`config.mk`:
```
export PLATFORM = sky130hd
export DESIGN_NAME = csq_sequencer
export DESIGN_NICKNAME = d
export VERILOG_FILES = /design/src/csq_pkg.sv /design/src/csq_sequencer.sv
export VERILOG_INCLUDE_DIRS = /design/src
export SDC_FILE = /design/constraint.sdc
export NUM_CORES = 1
export LEC_CHECK = 0
export ABC_AREA = 1
export BUFFER_PORTS_ARGS = -buffer_cell sky130_fd_sc_hd__buf_4
export CORE_UTILIZATION = 45
export DETAILED_ROUTE_END_ITERATION = 6
export HOLD_SLACK_MARGIN = 0.1
export PLACE_DENSITY = 0.72
export REMOVE_ABC_BUFFERS = 1
export SLEW_MARGIN = 20
export SYNTH_ARGS = -nofsm -noshare
export SYNTH_HDL_FRONTEND = slang
export SYNTH_SLANG_ARGS = --single-unit
```
`constraint.sdc`:
```
create_clock -name i_clk -period 2.8 [get_ports i_clk]
set_clock_uncertainty 0.1 [all_clocks]
set_input_delay 0.56 -clock i_clk [delete_from_list [all_inputs] [get_ports i_clk]]
set_output_delay 0.56 -clock i_clk [all_outputs]
set_load 0.005 [all_outputs]
```
`src/csq_params.svh`:
```
// csq_params.svh: timing counts and rest levels for the split-frame sensor clock sequencer.
// assumes a 125 MHz system clock; times are kept in ns and turned into cycle counts here.
`ifndef CSQ_PARAMS_SVH
`define CSQ_PARAMS_SVH

// system clock period
`define CSQ_CLK_NS 8
// serial stop to first image rise, typical figure (least time: round up)
`define CSQ_T_DRT_NS 10000
`define CSQ_DRT_CYC ((`CSQ_T_DRT_NS + `CSQ_CLK_NS - 1) / `CSQ_CLK_NS)
// image_edge_overlap, typical figure (longest time: round down)
`define CSQ_T_OI_NS 10000
`define CSQ_OI_CYC (`CSQ_T_OI_NS / `CSQ_CLK_NS)
// last image fall to serial restart (least time: round up)
`define CSQ_T_DTR_NS 10000
`define CSQ_DTR_CYC ((`CSQ_T_DTR_NS + `CSQ_CLK_NS - 1) / `CSQ_CLK_NS)
// serial period (least time: round up)
`define CSQ_T_SER_NS 1000
`define CSQ_SER_CYC ((`CSQ_T_SER_NS + `CSQ_CLK_NS - 1) / `CSQ_CLK_NS)
// serial phase overlap (longest time: round down)
`define CSQ_T_OR_NS 50
`define CSQ_OR_CYC (`CSQ_T_OR_NS / `CSQ_CLK_NS)
// reset_pulse_width (longest time: round down)
`define CSQ_T_WX_NS 60
`define CSQ_WX_CYC (`CSQ_T_WX_NS / `CSQ_CLK_NS)
// reset_to_phase2_delay (least time: round up)
`define CSQ_T_DX_NS 30
`define CSQ_DX_CYC ((`CSQ_T_DX_NS + `CSQ_CLK_NS - 1) / `CSQ_CLK_NS)
// phase 2/3 fall to dump gate fall, and dump gate fall to phase 2/3 rise
`define CSQ_T_DUMP_NS 20000
`define CSQ_DUMP_CYC ((`CSQ_T_DUMP_NS + `CSQ_CLK_NS - 1) / `CSQ_CLK_NS)
// image drive rest pattern while charge collects: drives 1 and 2 high
`define CSQ_IMG_REST 4'h3

`endif

```
`src/csq_pkg.sv`:
```
// csq_pkg.sv: types shared by the sensor clock sequencer.
// assumes csq_params.svh supplies all numeric constants.
package csq_pkg;

  // readout routing selected before a frame
  typedef enum logic [1:0] {
    CSQ_SPLIT = 2'b00,      // each section toward its own register
    CSQ_FULL_LOWER = 2'b01, // whole frame into the lower register
    CSQ_FULL_UPPER = 2'b10  // whole frame into the upper register
  } csq_mode_e;

  // sequencer states
  typedef enum logic [2:0] {
    CSQ_IDLE = 3'b000, // clocks static, collecting charge
    CSQ_PRE = 3'b001,  // serial stopped, waiting before first image edge
    CSQ_IMG = 3'b010,  // image edge sequence
    CSQ_POST = 3'b011, // wait after last image edge
    CSQ_SER = 3'b100,  // serial readout of one line
    CSQ_DHOLD = 3'b101, // dump gate at dumping level
    CSQ_DREST = 3'b110  // dump gate back, phases 2/3 held low
  } csq_state_e;

  // frame configuration; halves: 0 upper left, 1 upper right, 2 lower left, 3 lower right
  typedef struct packed {
    csq_mode_e mode;
    logic [3:0] reverse;    // half shifts toward the opposite output
    logic [3:0] sum_enable; // summing well gate used for summing
    logic [3:0] sum_count;  // pixels summed per packet (0 acts as 1)
  } csq_cfg_s;

  // sensor drive pins; image phase bit n is phase n+1
  typedef struct packed {
    logic [3:0] upper_image_phase;
    logic [3:0] lower_image_phase;
    logic upper_transfer_gate;
    logic lower_transfer_gate;
    logic upper_register_phase_1;
    logic lower_register_phase_1;
    logic upper_left_phase_2;
    logic upper_left_phase_3;
    logic upper_right_phase_2;
    logic upper_right_phase_3;
    logic lower_left_phase_2;
    logic lower_left_phase_3;
    logic lower_right_phase_2;
    logic lower_right_phase_3;
    logic upper_left_summing_gate;
    logic upper_right_summing_gate;
    logic lower_left_summing_gate;
    logic lower_right_summing_gate;
    logic [3:0] output_reset; // one per output, same order as halves
    logic [1:0] charge_dump_gate; // 0 upper register, 1 lower register
  } csq_pins_s;

endpackage : csq_pkg

```
`src/csq_sequencer.sv`:
```
// csq_sequencer.sv: clock generator that drives a split-frame image sensor's clock pins.
// assumes a 125 MHz clock, pins buffered to analog drivers, and config held stable at start.
`timescale 1ns/1ps
`include "csq_params.svh"

module csq_sequencer #(
  parameter int LINE_W = 13, // line counter width (2 x 2068 rows fit)
  parameter int PIX_W = 13   // pixel counter width
) (
  input wire logic i_clk,
  input wire logic i_rst_b,
  input wire logic i_start,                    // pulse: begin reading one frame
  input wire csq_pkg::csq_cfg_s i_cfg,         // latched with i_start
  input wire logic [LINE_W-1:0] i_line_count,  // lines to read (0 acts as 1)
  input wire logic [LINE_W-1:0] i_dump_lines,  // leading lines discarded
  input wire logic [PIX_W-1:0] i_pixel_count,  // serial cycles per line (0 acts as 1)
  output csq_pkg::csq_pins_s o_pins,           // registered sensor drive pins
  output logic o_busy,                         // level: frame in progress
  output logic o_pixel_valid,                  // pulse: a packet reached its output
  output logic o_frame_done                    // pulse: frame finished
);

  // timer counts as 12-bit values; all stay below 4096
  localparam logic [11:0] DRT = 12'(`CSQ_DRT_CYC);
  localparam logic [11:0] OI = 12'(`CSQ_OI_CYC);
  localparam logic [11:0] DTR = 12'(`CSQ_DTR_CYC);
  localparam logic [11:0] SER = 12'(`CSQ_SER_CYC);
  localparam logic [11:0] OVL = 12'(`CSQ_OR_CYC);
  localparam logic [11:0] WX = 12'(`CSQ_WX_CYC);
  localparam logic [11:0] DX = 12'(`CSQ_DX_CYC);
  localparam logic [11:0] DUMP = 12'(`CSQ_DUMP_CYC);
  // serial edge positions within one pixel; phase 2 kept short on purpose
  localparam logic [11:0] T2F = WX + DX;   // phase 2 falls
  localparam logic [11:0] T3F = SER >> 1;  // phase 3 falls mid-pixel

  // refuse widths, a dump count the timer cannot serve, and edge positions the pixel cycle cannot fit, at elaboration
  if (LINE_W < 1 || LINE_W > 16 || PIX_W < 1 || PIX_W > 16) begin : g_bad_width
    $error("csq_sequencer: counter widths must be 1..16");
  end
  if (`CSQ_DUMP_CYC > 4095 || T3F <= T2F || T2F <= OVL) begin : g_bad_timing
    $error("csq_sequencer: timing counts do not fit the pixel cycle");
  end

  csq_pkg::csq_state_e state_r; // sequencer state
  csq_pkg::csq_cfg_s cfg_r;     // frame configuration, fixed during a frame
  logic [11:0] tmr_r;           // down counter for long waits
  logic [11:0] pc_r;            // position inside one serial period
  logic [2:0] step_r;           // image edge step, 0 is rest pattern
  logic [LINE_W-1:0] line_r;    // current line
  logic [PIX_W-1:0] pix_r;      // current pixel in line
  logic [3:0] sum_r;            // pixels gathered in summing wells
  logic [LINE_W-1:0] last_line; // last line index
  logic [PIX_W-1:0] last_pix;   // last pixel index
  logic pix_end;                // end of a serial period
  logic line_end;               // last pixel of last serial period
  logic sum_last;               // this pixel releases summed charge
  csq_pkg::csq_pins_s pins_nxt; // next pin values

  // image drive pattern per step: each step moves exactly one edge
  function automatic logic [3:0] img_pattern(input logic [2:0] step);
    case (step)
      3'h0: img_pattern = `CSQ_IMG_REST; // 1,2 high
      3'h1: img_pattern = 4'h7;          // 3 rises
      3'h2: img_pattern = 4'h6;          // 1 falls
      3'h3: img_pattern = 4'he;          // 4 rises
      3'h4: img_pattern = 4'hc;          // 2 falls
      3'h5: img_pattern = 4'hd;          // 1 rises
      3'h6: img_pattern = 4'h9;          // 3 falls
      3'h7: img_pattern = 4'hb;          // 2 rises
      default: img_pattern = `CSQ_IMG_REST;
    endcase
  endfunction : img_pattern

  // reverse phase order for a section that transfers the other way
  function automatic logic [3:0] flip4(input logic [3:0] v);
    flip4 = {v[0], v[1], v[2], v[3]};
  endfunction : flip4

  assign last_line = (i_line_count == '0) ? '0 : i_line_count - 1'b1;
  assign last_pix = (i_pixel_count == '0) ? '0 : i_pixel_count - 1'b1;
  assign pix_end = (pc_r == SER - 12'h001);
  assign line_end = (state_r == csq_pkg::CSQ_SER) && pix_end && (pix_r == last_pix);
  assign sum_last = (cfg_r.sum_count == 4'h0) || (sum_r == cfg_r.sum_count - 4'h1);

  // configuration is captured only when idle so routing never changes mid-frame
  always_ff @(posedge i_clk or negedge i_rst_b) begin
    if (!i_rst_b) begin
      cfg_r <= '0;
    end else if (state_r == csq_pkg::CSQ_IDLE && i_start) begin
      cfg_r <= i_cfg;
    end
  end

  // main sequence and long-wait timer
  always_ff @(posedge i_clk or negedge i_rst_b) begin
    if (!i_rst_b) begin
      state_r <= csq_pkg::CSQ_IDLE;
      tmr_r <= '0;
      step_r <= '0;
    end else begin
      if (tmr_r != 12'h000) begin
        tmr_r <= tmr_r - 12'h001;
      end
      case (state_r)
        csq_pkg::CSQ_IDLE: begin
          // clocks stay frozen here until a frame is asked for
          if (i_start) begin
            state_r <= csq_pkg::CSQ_PRE;
            tmr_r <= DRT - 12'h001;
          end
        end
        csq_pkg::CSQ_PRE: begin
          if (tmr_r == 12'h000) begin
            state_r <= csq_pkg::CSQ_IMG;
            step_r <= 3'h1;
            tmr_r <= OI - 12'h001;
          end
        end
        csq_pkg::CSQ_IMG: begin
          if (tmr_r == 12'h000) begin
            step_r <= step_r + 3'h1; // step 7 wraps to rest: last fall
            if (step_r == 3'h7) begin
              state_r <= csq_pkg::CSQ_POST;
              tmr_r <= DTR - 12'h001;
            end else begin
              tmr_r <= OI - 12'h001;
            end
          end
        end
        csq_pkg::CSQ_POST: begin
          if (tmr_r == 12'h000) begin
            if (line_r < i_dump_lines) begin
              state_r <= csq_pkg::CSQ_DHOLD;
              tmr_r <= DUMP - 12'h001;
            end else begin
              state_r <= csq_pkg::CSQ_SER;
            end
          end
        end
        csq_pkg::CSQ_SER: begin
          if (line_end) begin
            state_r <= (line_r == last_line) ? csq_pkg::CSQ_IDLE : csq_pkg::CSQ_PRE;
            tmr_r <= DRT - 12'h001;
          end
        end
        csq_pkg::CSQ_DHOLD: begin
          if (tmr_r == 12'h000) begin
            state_r <= csq_pkg::CSQ_DREST;
            tmr_r <= DUMP - 12'h001;
          end
        end
        csq_pkg::CSQ_DREST: begin
          if (tmr_r == 12'h000) begin
            state_r <= (line_r == last_line) ? csq_pkg::CSQ_IDLE : csq_pkg::CSQ_PRE;
            tmr_r <= DRT - 12'h001;
          end
        end
        default: begin
          state_r <= csq_pkg::CSQ_IDLE;
        end
      endcase
    end
  end

  // line counter: advances when a line is read or dumped
  always_ff @(posedge i_clk or negedge i_rst_b) begin
    if (!i_rst_b) begin
      line_r <= '0;
    end else if (state_r == csq_pkg::CSQ_IDLE) begin
      line_r <= '0;
    end else if (line_end || (state_r == csq_pkg::CSQ_DREST && tmr_r == 12'h000)) begin
      line_r <= line_r + 1'b1;
    end
  end

  // serial period and pixel counters run only during readout
  always_ff @(posedge i_clk or negedge i_rst_b) begin
    if (!i_rst_b) begin
      pc_r <= '0;
      pix_r <= '0;
    end else if (state_r != csq_pkg::CSQ_SER) begin
      pc_r <= '0;
      pix_r <= '0;
    end else if (pix_end) begin
      pc_r <= '0;
      pix_r <= pix_r + 1'b1;
    end else begin
      pc_r <= pc_r + 12'h001;
    end
  end

  // summing counter: counts packets merged in the summing wells
  always_ff @(posedge i_clk or negedge i_rst_b) begin
    if (!i_rst_b) begin
      sum_r <= '0;
    end else if (state_r != csq_pkg::CSQ_SER) begin
      sum_r <= '0;
    end else if (pix_end) begin
      sum_r <= sum_last ? 4'h0 : sum_r + 4'h1;
    end
  end

  // pin composition; serial drives 2/3 stay high outside readout and dumping
  logic ser_on;       // serial clocks running
  logic drv1;         // serial drive 1
  logic drv2;         // serial drive 2
  logic drv3;         // serial drive 3
  logic drv_rst;      // output reset drive
  logic [3:0] img;    // image drives 1..4 in bits 0..3
  logic [3:0] hp2;    // per-half phase 2 after routing
  logic [3:0] hp3;    // per-half phase 3 after routing
  logic [3:0] hsum;   // per-half summing gate
  logic dumping;      // phases 2/3 pulled low for a dump

  assign ser_on = (state_r == csq_pkg::CSQ_SER);
  assign dumping = (state_r == csq_pkg::CSQ_DHOLD) || (state_r == csq_pkg::CSQ_DREST);
  assign img = img_pattern(step_r);
  // three phases with overlapping edges; the trade is a short phase 2 for long sampling
  assign drv_rst = ser_on && (pc_r < WX);
  assign drv2 = ser_on ? (pc_r < T2F) : !dumping;
  assign drv3 = ser_on ? (pc_r >= T2F - OVL && pc_r < T3F) : !dumping;
  assign drv1 = ser_on && (pc_r >= T3F - OVL || pc_r < OVL);

  // per-half routing of serial drives 2 and 3, and summing gate behaviour
  genvar gh;
  generate
    for (gh = 0; gh < 4; gh++) begin : g_half
      // forward uses drives in order, reverse swaps phases 2 and 3
      assign hp2[gh] = cfg_r.reverse[gh] ? drv3 : drv2;
      assign hp3[gh] = cfg_r.reverse[gh] ? drv2 : drv3;
      // held high while packets gather, released as drive 3 on the last
      assign hsum[gh] = cfg_r.sum_enable[gh] ? (!ser_on || !sum_last || drv3) :
                        hp3[gh];
    end
  endgenerate

  // image and transfer gate routing by readout mode
  always_comb begin
    pins_nxt = '0;
    case (cfg_r.mode)
      csq_pkg::CSQ_FULL_LOWER: begin
        pins_nxt.upper_image_phase = flip4(img);
        pins_nxt.upper_transfer_gate = 1'b0;
        pins_nxt.lower_image_phase = img;
        pins_nxt.lower_transfer_gate = img[0];
      end
      csq_pkg::CSQ_FULL_UPPER: begin
        pins_nxt.upper_image_phase = img;
        pins_nxt.upper_transfer_gate = img[3];
        pins_nxt.lower_image_phase = flip4(img);
        pins_nxt.lower_transfer_gate = 1'b0;
      end
      default: begin
        pins_nxt.upper_image_phase = img;
        pins_nxt.upper_transfer_gate = img[3];
        pins_nxt.lower_image_phase = img;
        pins_nxt.lower_transfer_gate = img[0];
      end
    endcase
    pins_nxt.upper_register_phase_1 = drv1;
    pins_nxt.lower_register_phase_1 = drv1;
    pins_nxt.upper_left_phase_2 = hp2[0];
    pins_nxt.upper_left_phase_3 = hp3[0];
    pins_nxt.upper_right_phase_2 = hp2[1];
    pins_nxt.upper_right_phase_3 = hp3[1];
    pins_nxt.lower_left_phase_2 = hp2[2];
    pins_nxt.lower_left_phase_3 = hp3[2];
    pins_nxt.lower_right_phase_2 = hp2[3];
    pins_nxt.lower_right_phase_3 = hp3[3];
    pins_nxt.upper_left_summing_gate = hsum[0];
    pins_nxt.upper_right_summing_gate = hsum[1];
    pins_nxt.lower_left_summing_gate = hsum[2];
    pins_nxt.lower_right_summing_gate = hsum[3];
    pins_nxt.output_reset = {4{drv_rst}};
    // dump gate leaves its rest level only while a line is discarded
    pins_nxt.charge_dump_gate = {2{state_r == csq_pkg::CSQ_DHOLD}};
  end

  // registered outputs so pin edges are glitch free
  always_ff @(posedge i_clk or negedge i_rst_b) begin
    if (!i_rst_b) begin
      o_pins <= '0;
      o_busy <= 1'b0;
      o_pixel_valid <= 1'b0;
      o_frame_done <= 1'b0;
    end else begin
      o_pins <= pins_nxt;
      o_busy <= (state_r != csq_pkg::CSQ_IDLE);
      o_pixel_valid <= ser_on && pix_end && sum_last;
      o_frame_done <= (state_r != csq_pkg::CSQ_IDLE) && (line_r == last_line)
                      && (line_end || (state_r == csq_pkg::CSQ_DREST && tmr_r == 12'h000));
    end
  end

  // helper: cycles spent waiting before the first image edge, and dump gap
  logic [11:0] pre_cnt_r; // cycles in the pre-transfer wait
  logic [11:0] dgap_r;    // cycles since phase 2 fell with the dump gate up
  always_ff @(posedge i_clk or negedge i_rst_b) begin
    if (!i_rst_b) begin
      pre_cnt_r <= '0;
      dgap_r <= '0;
    end else begin
      pre_cnt_r <= (state_r == csq_pkg::CSQ_PRE) ? pre_cnt_r + 12'h001 : 12'h000;
      dgap_r <= (o_pins.charge_dump_gate[0] && !o_pins.upper_left_phase_2) ?
                dgap_r + 12'h001 : 12'h000;
    end
  end
endmodule : csq_sequencer

```
==> summary.md, run 1 <==
| Metric | Value |
|---|---|
| Startpoint of the worst hold path | i_cfg[4] |
| Worst-path maximum fanout | 7 |
| Destination of the worst hold path | cfg_r[4] |
| Final Total Pwr | 5.13 mW |
| Required time worst endpoint | 2.94 ns |
| Root buf cell | clkbuf_16 |
| Number of H-tree levels | 3 |
| Die X | 128 µm |
| Pin count of the biggest net entering global routing | 34 |
| Number of rows created at floorplan | 45 |
| Worst endpoint data arrival time | 2.60 ns |
| Number of setup violations in the final report | 0 |
| Detailed-router iteration count before antenna repair | 5 |
| Number of antenna violations at the first check in global routing | 0 |
| Nature of the critical path startpoint | flip-flop |
| GRT Residual Overflow | 0 |
| Reported leakage power | 4.06 nW |
| Final HPWL from detailed placement | 12.7 mm |
| Fraction of layout instances using a drive strength above 1 | 18.6% |
| Initial core utilization | 46.6% |
| Worst Path Buf+Inv | 1 |
| Via-per-instance ratio | 5.00 |
| Synth warnings | 0 |
| Part of the cycle the worst path needs | 88.1% |
| Clock slew seen by the registers of the worst setup and hold paths | 0.07 ns |
| Commonest register cell after synthesis | dfrtp_1 |
| Register bit total from synthesis | 102 |
| Cell depth of the worst hold path | 2 |
| Area used by sequential logic in the layout | 0.00255 mm² |
| Total clock buffers created by CTS | 9 |
| Post-synthesis sequential area ratio | 35.6% |
| Count of flip-flops with a built-in enable after synthesis | 0 |
| Last weighted congestion value of the routability-driven placer | 0.884 |
| Accumulated negative setup slack | 0 ns |
| Clock latency at the later pin of the worst-skew pair | 0.35 ns |
| Final-stage net count | 1150 |
| Fraction of post-synthesis cell area in the top cell type by area | 35.6% |
| Final period demand of the worst path | 2.47 ns |
| Final count of pins violating max slew | 0 |
| Total area of multi-input combinational cells | 0.00397 mm² |
| Total die area | 0.0164 mm² |
| Synth area leaders | dfrtp_1 36%, nand2_1 10%, inv_1 7.2% |
| DRC violation count after routing | 0 |
| Final hold violations | 0 |
| Vias in the first global route | 6094 |
| Area delta synth->final | 17.1% |
| Antenna diode instance count | 0 |
| Detailed router's first-iteration violation count | 426 |
| Crit-path most repeated cell | nand2_1 |
| Cell Pwr Density | 612 mW/mm² |
| Largest delay contributor family on the critical path | simple AND/OR/NAND/NOR gates |
| Critical R2R Capture | tmr_r[3] |
| Total of max-cap violations | 0 |
| Post-Route WL | 15.9 mm |
| Deepest clock path buffer count | 2 |
| Proportion of register bits with asynchronous set or reset after synthesis | 100% |
| Placeable core region | 0.0154 mm² |
| Average wire per cell in the routed design | 12.5 µm |
| Syn Area/Cell | 7.39 µm² |
| Element type at the critical path end | flip-flop |
| Global-route wire length before repair | 27.7 mm |
| Depth of the worst register-to-register path | 13 |
| Number of placed I/O pins | 89 |
| Maximum clock frequency | 0.405 GHz |
| Tot GR Track Use | 21.0% |
| Normalized max-slew margin | 66.3% |
| Sequence of cells on the critical path | inv_1 -> ha_1 -> nand3_1 -> nor2_1 -> nand2_1 -> nor2_4 -> nand2_1 -> nor2_1 -> nand2_1 -> nor2_2 -> nand4_4 -> nand2_1 -> nor2_1 |
| Clock tree from TritonCTS | done |
| Class of the most critical setup path | reg -> reg |
| Crit Reg-Reg Startpoint | pc_r[0] |
| DIE HEIGHT | 128 µm |
| Setup slack on the worst flop-to-flop path | 0.33 ns |
| Total via count in the routed design | 6393 |
| Total number of clock tree sinks | 102 |
| Count of unique library cells instantiated by Yosys | 51 |
| # fillers | 1465 |
| Peak supply drop | 366 µV |
| Worst setup path startpoint | pc_r[0] |
| Status | completed |
| Port Buffer Count | 88 |
| Cell area after technology mapping | 0.00717 mm² |
| Max incr delay on CP | 0.41 ns |
| Post-Synthesis Cells | 970 |
| Standard cell with the maximum stage delay on the critical path | dfrtp_1 |
| Cell accounting for the most synthesized area | dfrtp_1 |
| Classification of the worst-slack hold path | in -> reg |
| Remaining antenna violation count | 0 |
| Slew at the pin closest to its max-slew limit | 0.501 ns |
| RSZ-0062 raised after global routing | false |
| Post-CTS setup buffer count | 0 |
-- routing by layer --
metal	GRT usage, %	part of all wire, %	vias to the layer above
met3	3.80	3.9	20
met5	0	0	-
met2	36.1	49	145
met4	5.95	1.5	0
met1	26.9	46	2905
li1	-	-	3323
-- cells in the final DEF (no fill, tap or decap), types with 6 or more instances in the layout --
cell type	instances
nor3_1	29
clkbuf_16	9
o21ai_2	11
nor2_4	10
inv_2	6
inv_1	138
xnor2_1	8
o21ai_0	41
mux2_2	9
nor2_2	11
nand4_1	21
buf_4	94
xor2_1	19
nand2_1	198
nand3_1	74
a21oi_1	48
nand2_2	12
nand3_2	8
nor2_1	124
dfrtp_1	102
ha_1	32
-- final cells by class --
class	count	share of cell area, %
inverter	144	6.44
clock buffer	10	2.85
sequential	102	30.4
tap	211	3.15
clock inverter	6	1.10
multi-input combinational	709	47.3
timing repair buffer	96	8.77
-- registers in the layout, summed over array words and instances (netlist names) --
register and cells:
tmr_r 12, state_r 3, step_r 3, pc_r 12
o_busy 1, cfg_r 14, sum_r 4, o_frame_done 1
o_pins 25, line_r 13, o_pixel_valid 1, pix_r 13
-- stage by stage --
step	setup WS, ns	hold slack, ns	util (%)	instance area (µm²)	cells
floorplan	0.451	0.164	-	7060	955
global placement	0.267	0.351	52.3	8050	1261
detailed placement	0.150	0.366	52.3	8050	1261
CTS	0.330	0.327	54.6	8390	1278
global route	0.0560	0.328	54.6	8390	1278
finish	0.333	0.339	54.6	8390	1278
-- cells by family (layout without fill, tap and decap cells) --
group	count (synthesis)	after routing	share of synthesized area [%]
simple gates	520	520	35.1
flops	102	102	35.6
fa+ha+maj	32	32	5.59
buf+inv	159	256	9.08
xor+xnor	28	28	3.53
mux	9	9	1.41
compound gates	120	120	9.64
-- Yosys cell counts (all sizes together) (4+ instances only) --
master and number:
nand2 216, or2 4, xnor2 8, nor3b 4
xor2 20, nor2 145, and3 4, o21ai 55
a21oi 49, buf 12, nand4 22, mux2 9
inv 144, ha 32, nand3 86, nor3 31
dfrtp 102
-- worst register-to-register path: stages, from the launching register on --
cell	delay, ns
dfrtp_1	0.41
inv_1	0.13
ha_1	0.19
nand3_1	0.08
nor2_1	0.19
nand2_1	0.19
nor2_4	0.19
nand2_1	0.07
nor2_1	0.11
nand2_1	0.07
nor2_2	0.18
nand4_4	0.20
nand2_1	0.17
nor2_1	0.05
-- worst max path at each step --
stage,endpoint,slack (ns),cells past startpoint
detailed placement,line_r[0],0.15,15
floorplan,line_r[10],0.45,15
CTS,tmr_r[3],0.33,13
global placement,line_r[12],0.27,16
global route,tmr_r[0],0.06,14
finish,tmr_r[3],0.33,13
-- where the power goes --
group          switching, mW  total, mW  internal (mW)  leakage (nW)
Combinational           1.02       1.78          0.756          2.61
Sequential             0.199       1.98           1.78          1.29
Clock                  0.558       1.37          0.814         0.156
Total                   1.78       5.13           3.35          4.06
-- timing repair --
action | 4_1_cts | 5_1_grt
setup endpoints to repair | 0 | 1
hold endpoints to repair | 30 | 0
resized for setup | 0 | 1
hold buffers | 1 | 0
Note: power is estimated with default switching activity, not from simulation.
==> run 2: changes to the inputs <==
--- a/config.mk
+++ b/config.mk
@@ -12,8 +12,8 @@
 export DETAILED_ROUTE_END_ITERATION = 6
 export HOLD_SLACK_MARGIN = 0.1
 export PLACE_DENSITY = 0.72
+export RECOVER_POWER = 100
 export REMOVE_ABC_BUFFERS = 1
-export SLEW_MARGIN = 20
 export SYNTH_ARGS = -nofsm -noshare
 export SYNTH_HDL_FRONTEND = slang
 export SYNTH_SLANG_ARGS = --single-unit
==> run 2 against run 1 <==
  * Die area stayed put
  * Power is 0.95% lower
  * Sequential share of layout area is 0.31 points higher
  * Design area is 1.0% lower
  * Clock-buffer cell count stayed put
  * Critical path depth is 1 higher
  * Combinational power is 2% lower
  * Critical path type unchanged
  * Critical endpoint is now line_r[8]
  * Largest cell class unchanged
  * Largest power group unchanged
==> summary.md, run 2 (synthesis results as in run 1) <==
| Metric | Value |
|---|---|
| Post-CTS setup buffer count | 0 |
| Number of setup violations in the final report | 0 |
| Element type at the critical path end | flip-flop |
| Most frequent cells in the layout | 199 x nand2_1, 140 x inv_1, 124 x nor2_1 |
| Clock latency at the later pin of the worst-skew pair | 0.35 ns |
| Number of H-tree levels | 3 |
| Fraction of power consumed by the clock network | 27.0% |
| Maximum clock frequency | 0.393 GHz |
| Status | completed |
| Average wire per cell in the routed design | 12.5 µm |
| Total of max-cap violations | 0 |
| Clock tree from TritonCTS | done |
| Class of the most critical setup path | reg -> reg |
| DRC violation count after routing | 0 |
| Depth of the worst register-to-register path | 14 |
| Total die area | 0.0164 mm² |
| Detailed-router iteration count before antenna repair | 5 |
| RSZ-0062 raised after global routing | false |
| Via-per-instance ratio | 5.00 |
| Final hold violations | 0 |
| Area delta synth->final | 15.9% |
| Final count of pins violating max slew | 0 |
| Internal portion of total power | 3.33 mW |
| Peak supply drop | 366 µV |
| Total via count in the routed design | 6391 |
| Slew at the pin closest to its max-slew limit | 0.993 ns |
| Nature of the critical path startpoint | flip-flop |
| Detailed router's first-iteration violation count | 355 |
| Antenna diode instance count | 0 |
| Register name with the most flops | o_pins |
| Part of the cycle the worst path needs | 90.8% |
| Classification of the worst-slack hold path | in -> reg |
| Total clock buffers created by CTS | 9 |
| Crit Reg-Reg Startpoint | pc_r[0] |
| Fraction of layout instances using a drive strength above 1 | 17.1% |
| Last weighted congestion value of the routability-driven placer | 0.884 |
| Accumulated negative setup slack | 0 ns |
| Normalized max-slew margin | 33.8% |
| Clock slew seen by the registers of the worst setup and hold paths | 0.07 ns |
| Root buf cell | clkbuf_16 |
| Global-route wire length before repair | 27.7 mm |
| Vias in the first global route | 6094 |
| Initial core utilization | 46.6% |
| Final period demand of the worst path | 2.54 ns |
| Worst setup path startpoint | pc_r[0] |
| Worst endpoint data arrival time | 2.71 ns |
| Final core utilization | 54.0% |
| Number of antenna violations at the first check in global routing | 0 |
| Die X | 128 µm |
| Critical R2R Capture | line_r[8] |
| Largest registers | o_pins (25), cfg_r (14) |
| DIE HEIGHT | 128 µm |
| # fillers | 1483 |
| Remaining antenna violation count | 0 |
| Sw Ratio | 34.5% |
| Number of flip-flops under the largest register name | 25 |
| Setup slack on the worst flop-to-flop path | 0.26 ns |
| Critical Path Sink | line_r[8] |
| Worst-path maximum fanout | 10 |
| Switching power total | 1.76 mW |
| Fraction of power consumed by sequential logic | 38.9% |
| Final Total Pwr | 5.08 mW |
| Count of placed standard cells in the final layout, fillers left out | 1278 |
| Area used by sequential logic in the layout | 0.00255 mm² |
| Post-Route WL | 16.0 mm |
| Final HPWL from detailed placement | 12.7 mm |
| Total number of clock tree sinks | 102 |
| Number of placed I/O pins | 89 |
| Share of power burned in combinational logic | 34.1% |
| Deepest clock path buffer count | 2 |
| Number of cells after detailed placement | 1261 |
| Leading cell type in the layout, fill and taps excluded | nand2_1 |
| Required time worst endpoint | 2.97 ns |
| Reported leakage power | 4.01 nW |
| Pin count of the biggest net entering global routing | 34 |
| Port Buffer Count | 88 |
| Cell Pwr Density | 612 mW/mm² |
| Tot GR Track Use | 21.0% |
| Total area of multi-input combinational cells | 0.00391 mm² |
| Number of rows created at floorplan | 45 |
| GRT Residual Overflow | 0 |
| Placeable core region | 0.0154 mm² |
| Final-stage net count | 1150 |
[run 2: cell count changes in the layout (fill, tap and decap cells not counted), sizes merged]
cell / before / now
clkbuf: 10 / 49
buf: 95 / 56
[run 2: power by group through the flow]
stage               sequential, mW  clock [mW]  combinational (mW)
floorplan                     1.99           0                1.16
global placement              2.00           0                1.75
detailed placement            2.01           0                1.78
CTS                           1.98        1.41                1.79
global route                  2.02        1.46                1.99
finish                        1.98        1.37                1.74
[run 2: routing by layer]
layer	wire length [µm]	share of wire (%)	global-route usage, %
met5	0	0	0
met4	240	1.5	5.95
met3	596	3.7	3.80
met2	7700	48	36.1
met1	7420	46	26.9
[run 2: area by class of cell]
cell class | count | area share [%]
Clock buffer | 10 | 2.88
Tap cell | 211 | 3.18
Sequential cell | 102 | 30.7
Inverter | 144 | 6.51
Multi-Input combinational cell | 709 | 47.1
Clock inverter | 6 | 1.11
Timing Repair Buffer | 96 | 8.50
[run 2: metrics by stage]
| step | instance area (µm²) | setup slack (ns) | hold WS (ns) |
|---|---|---|---|
| 2_1_floorplan | 7060 | 0.451 | 0.164 |
| 3_3_place_gp | 8050 | 0.267 | 0.351 |
| 5_1_grt | 8310 | 0.0397 | 0.328 |
| 3_5_place_dp | 8050 | 0.150 | 0.366 |
| 6_report | 8310 | 0.258 | 0.339 |
| 4_1_cts | 8390 | 0.330 | 0.327 |
[run 2: worst min-delay path by stage]
stage / end / cells past startpoint / slack, ns / startpoint
floorplan: cfg_r[0] / 0 / 0.16 / i_rst_b
global placement: o_pins[6] / 1 / 0.35 / cfg_r[7]
detailed placement: o_pins[8] / 1 / 0.37 / cfg_r[5]
CTS: cfg_r[4] / 2 / 0.33 / i_cfg[4]
global route: cfg_r[4] / 2 / 0.33 / i_cfg[4]
finish: cfg_r[4] / 2 / 0.34 / i_cfg[4]
[run 2: repair_timing]
item | CTS | global route
endpoints found under the setup margin | 0 | 1
hold endpoints to repair | 30 | 0
gates resized for setup | 0 | 1
hold buffers | 1 | 0
[run 2: worst max-delay path, stage by stage (launching register included)]
cell	delay [ns]
dfrtp_1	0.41
inv_1	0.13
ha_1	0.19
inv_1	0.06
nor3_1	0.29
nand3_4	0.19
nor2_4	0.15
nand2_1	0.06
nor2_1	0.13
nand3_2	0.12
nor2_4	0.15
nand2_8	0.09
nand2_4	0.13
nand4_1	0.11
o21ai_1	0.14
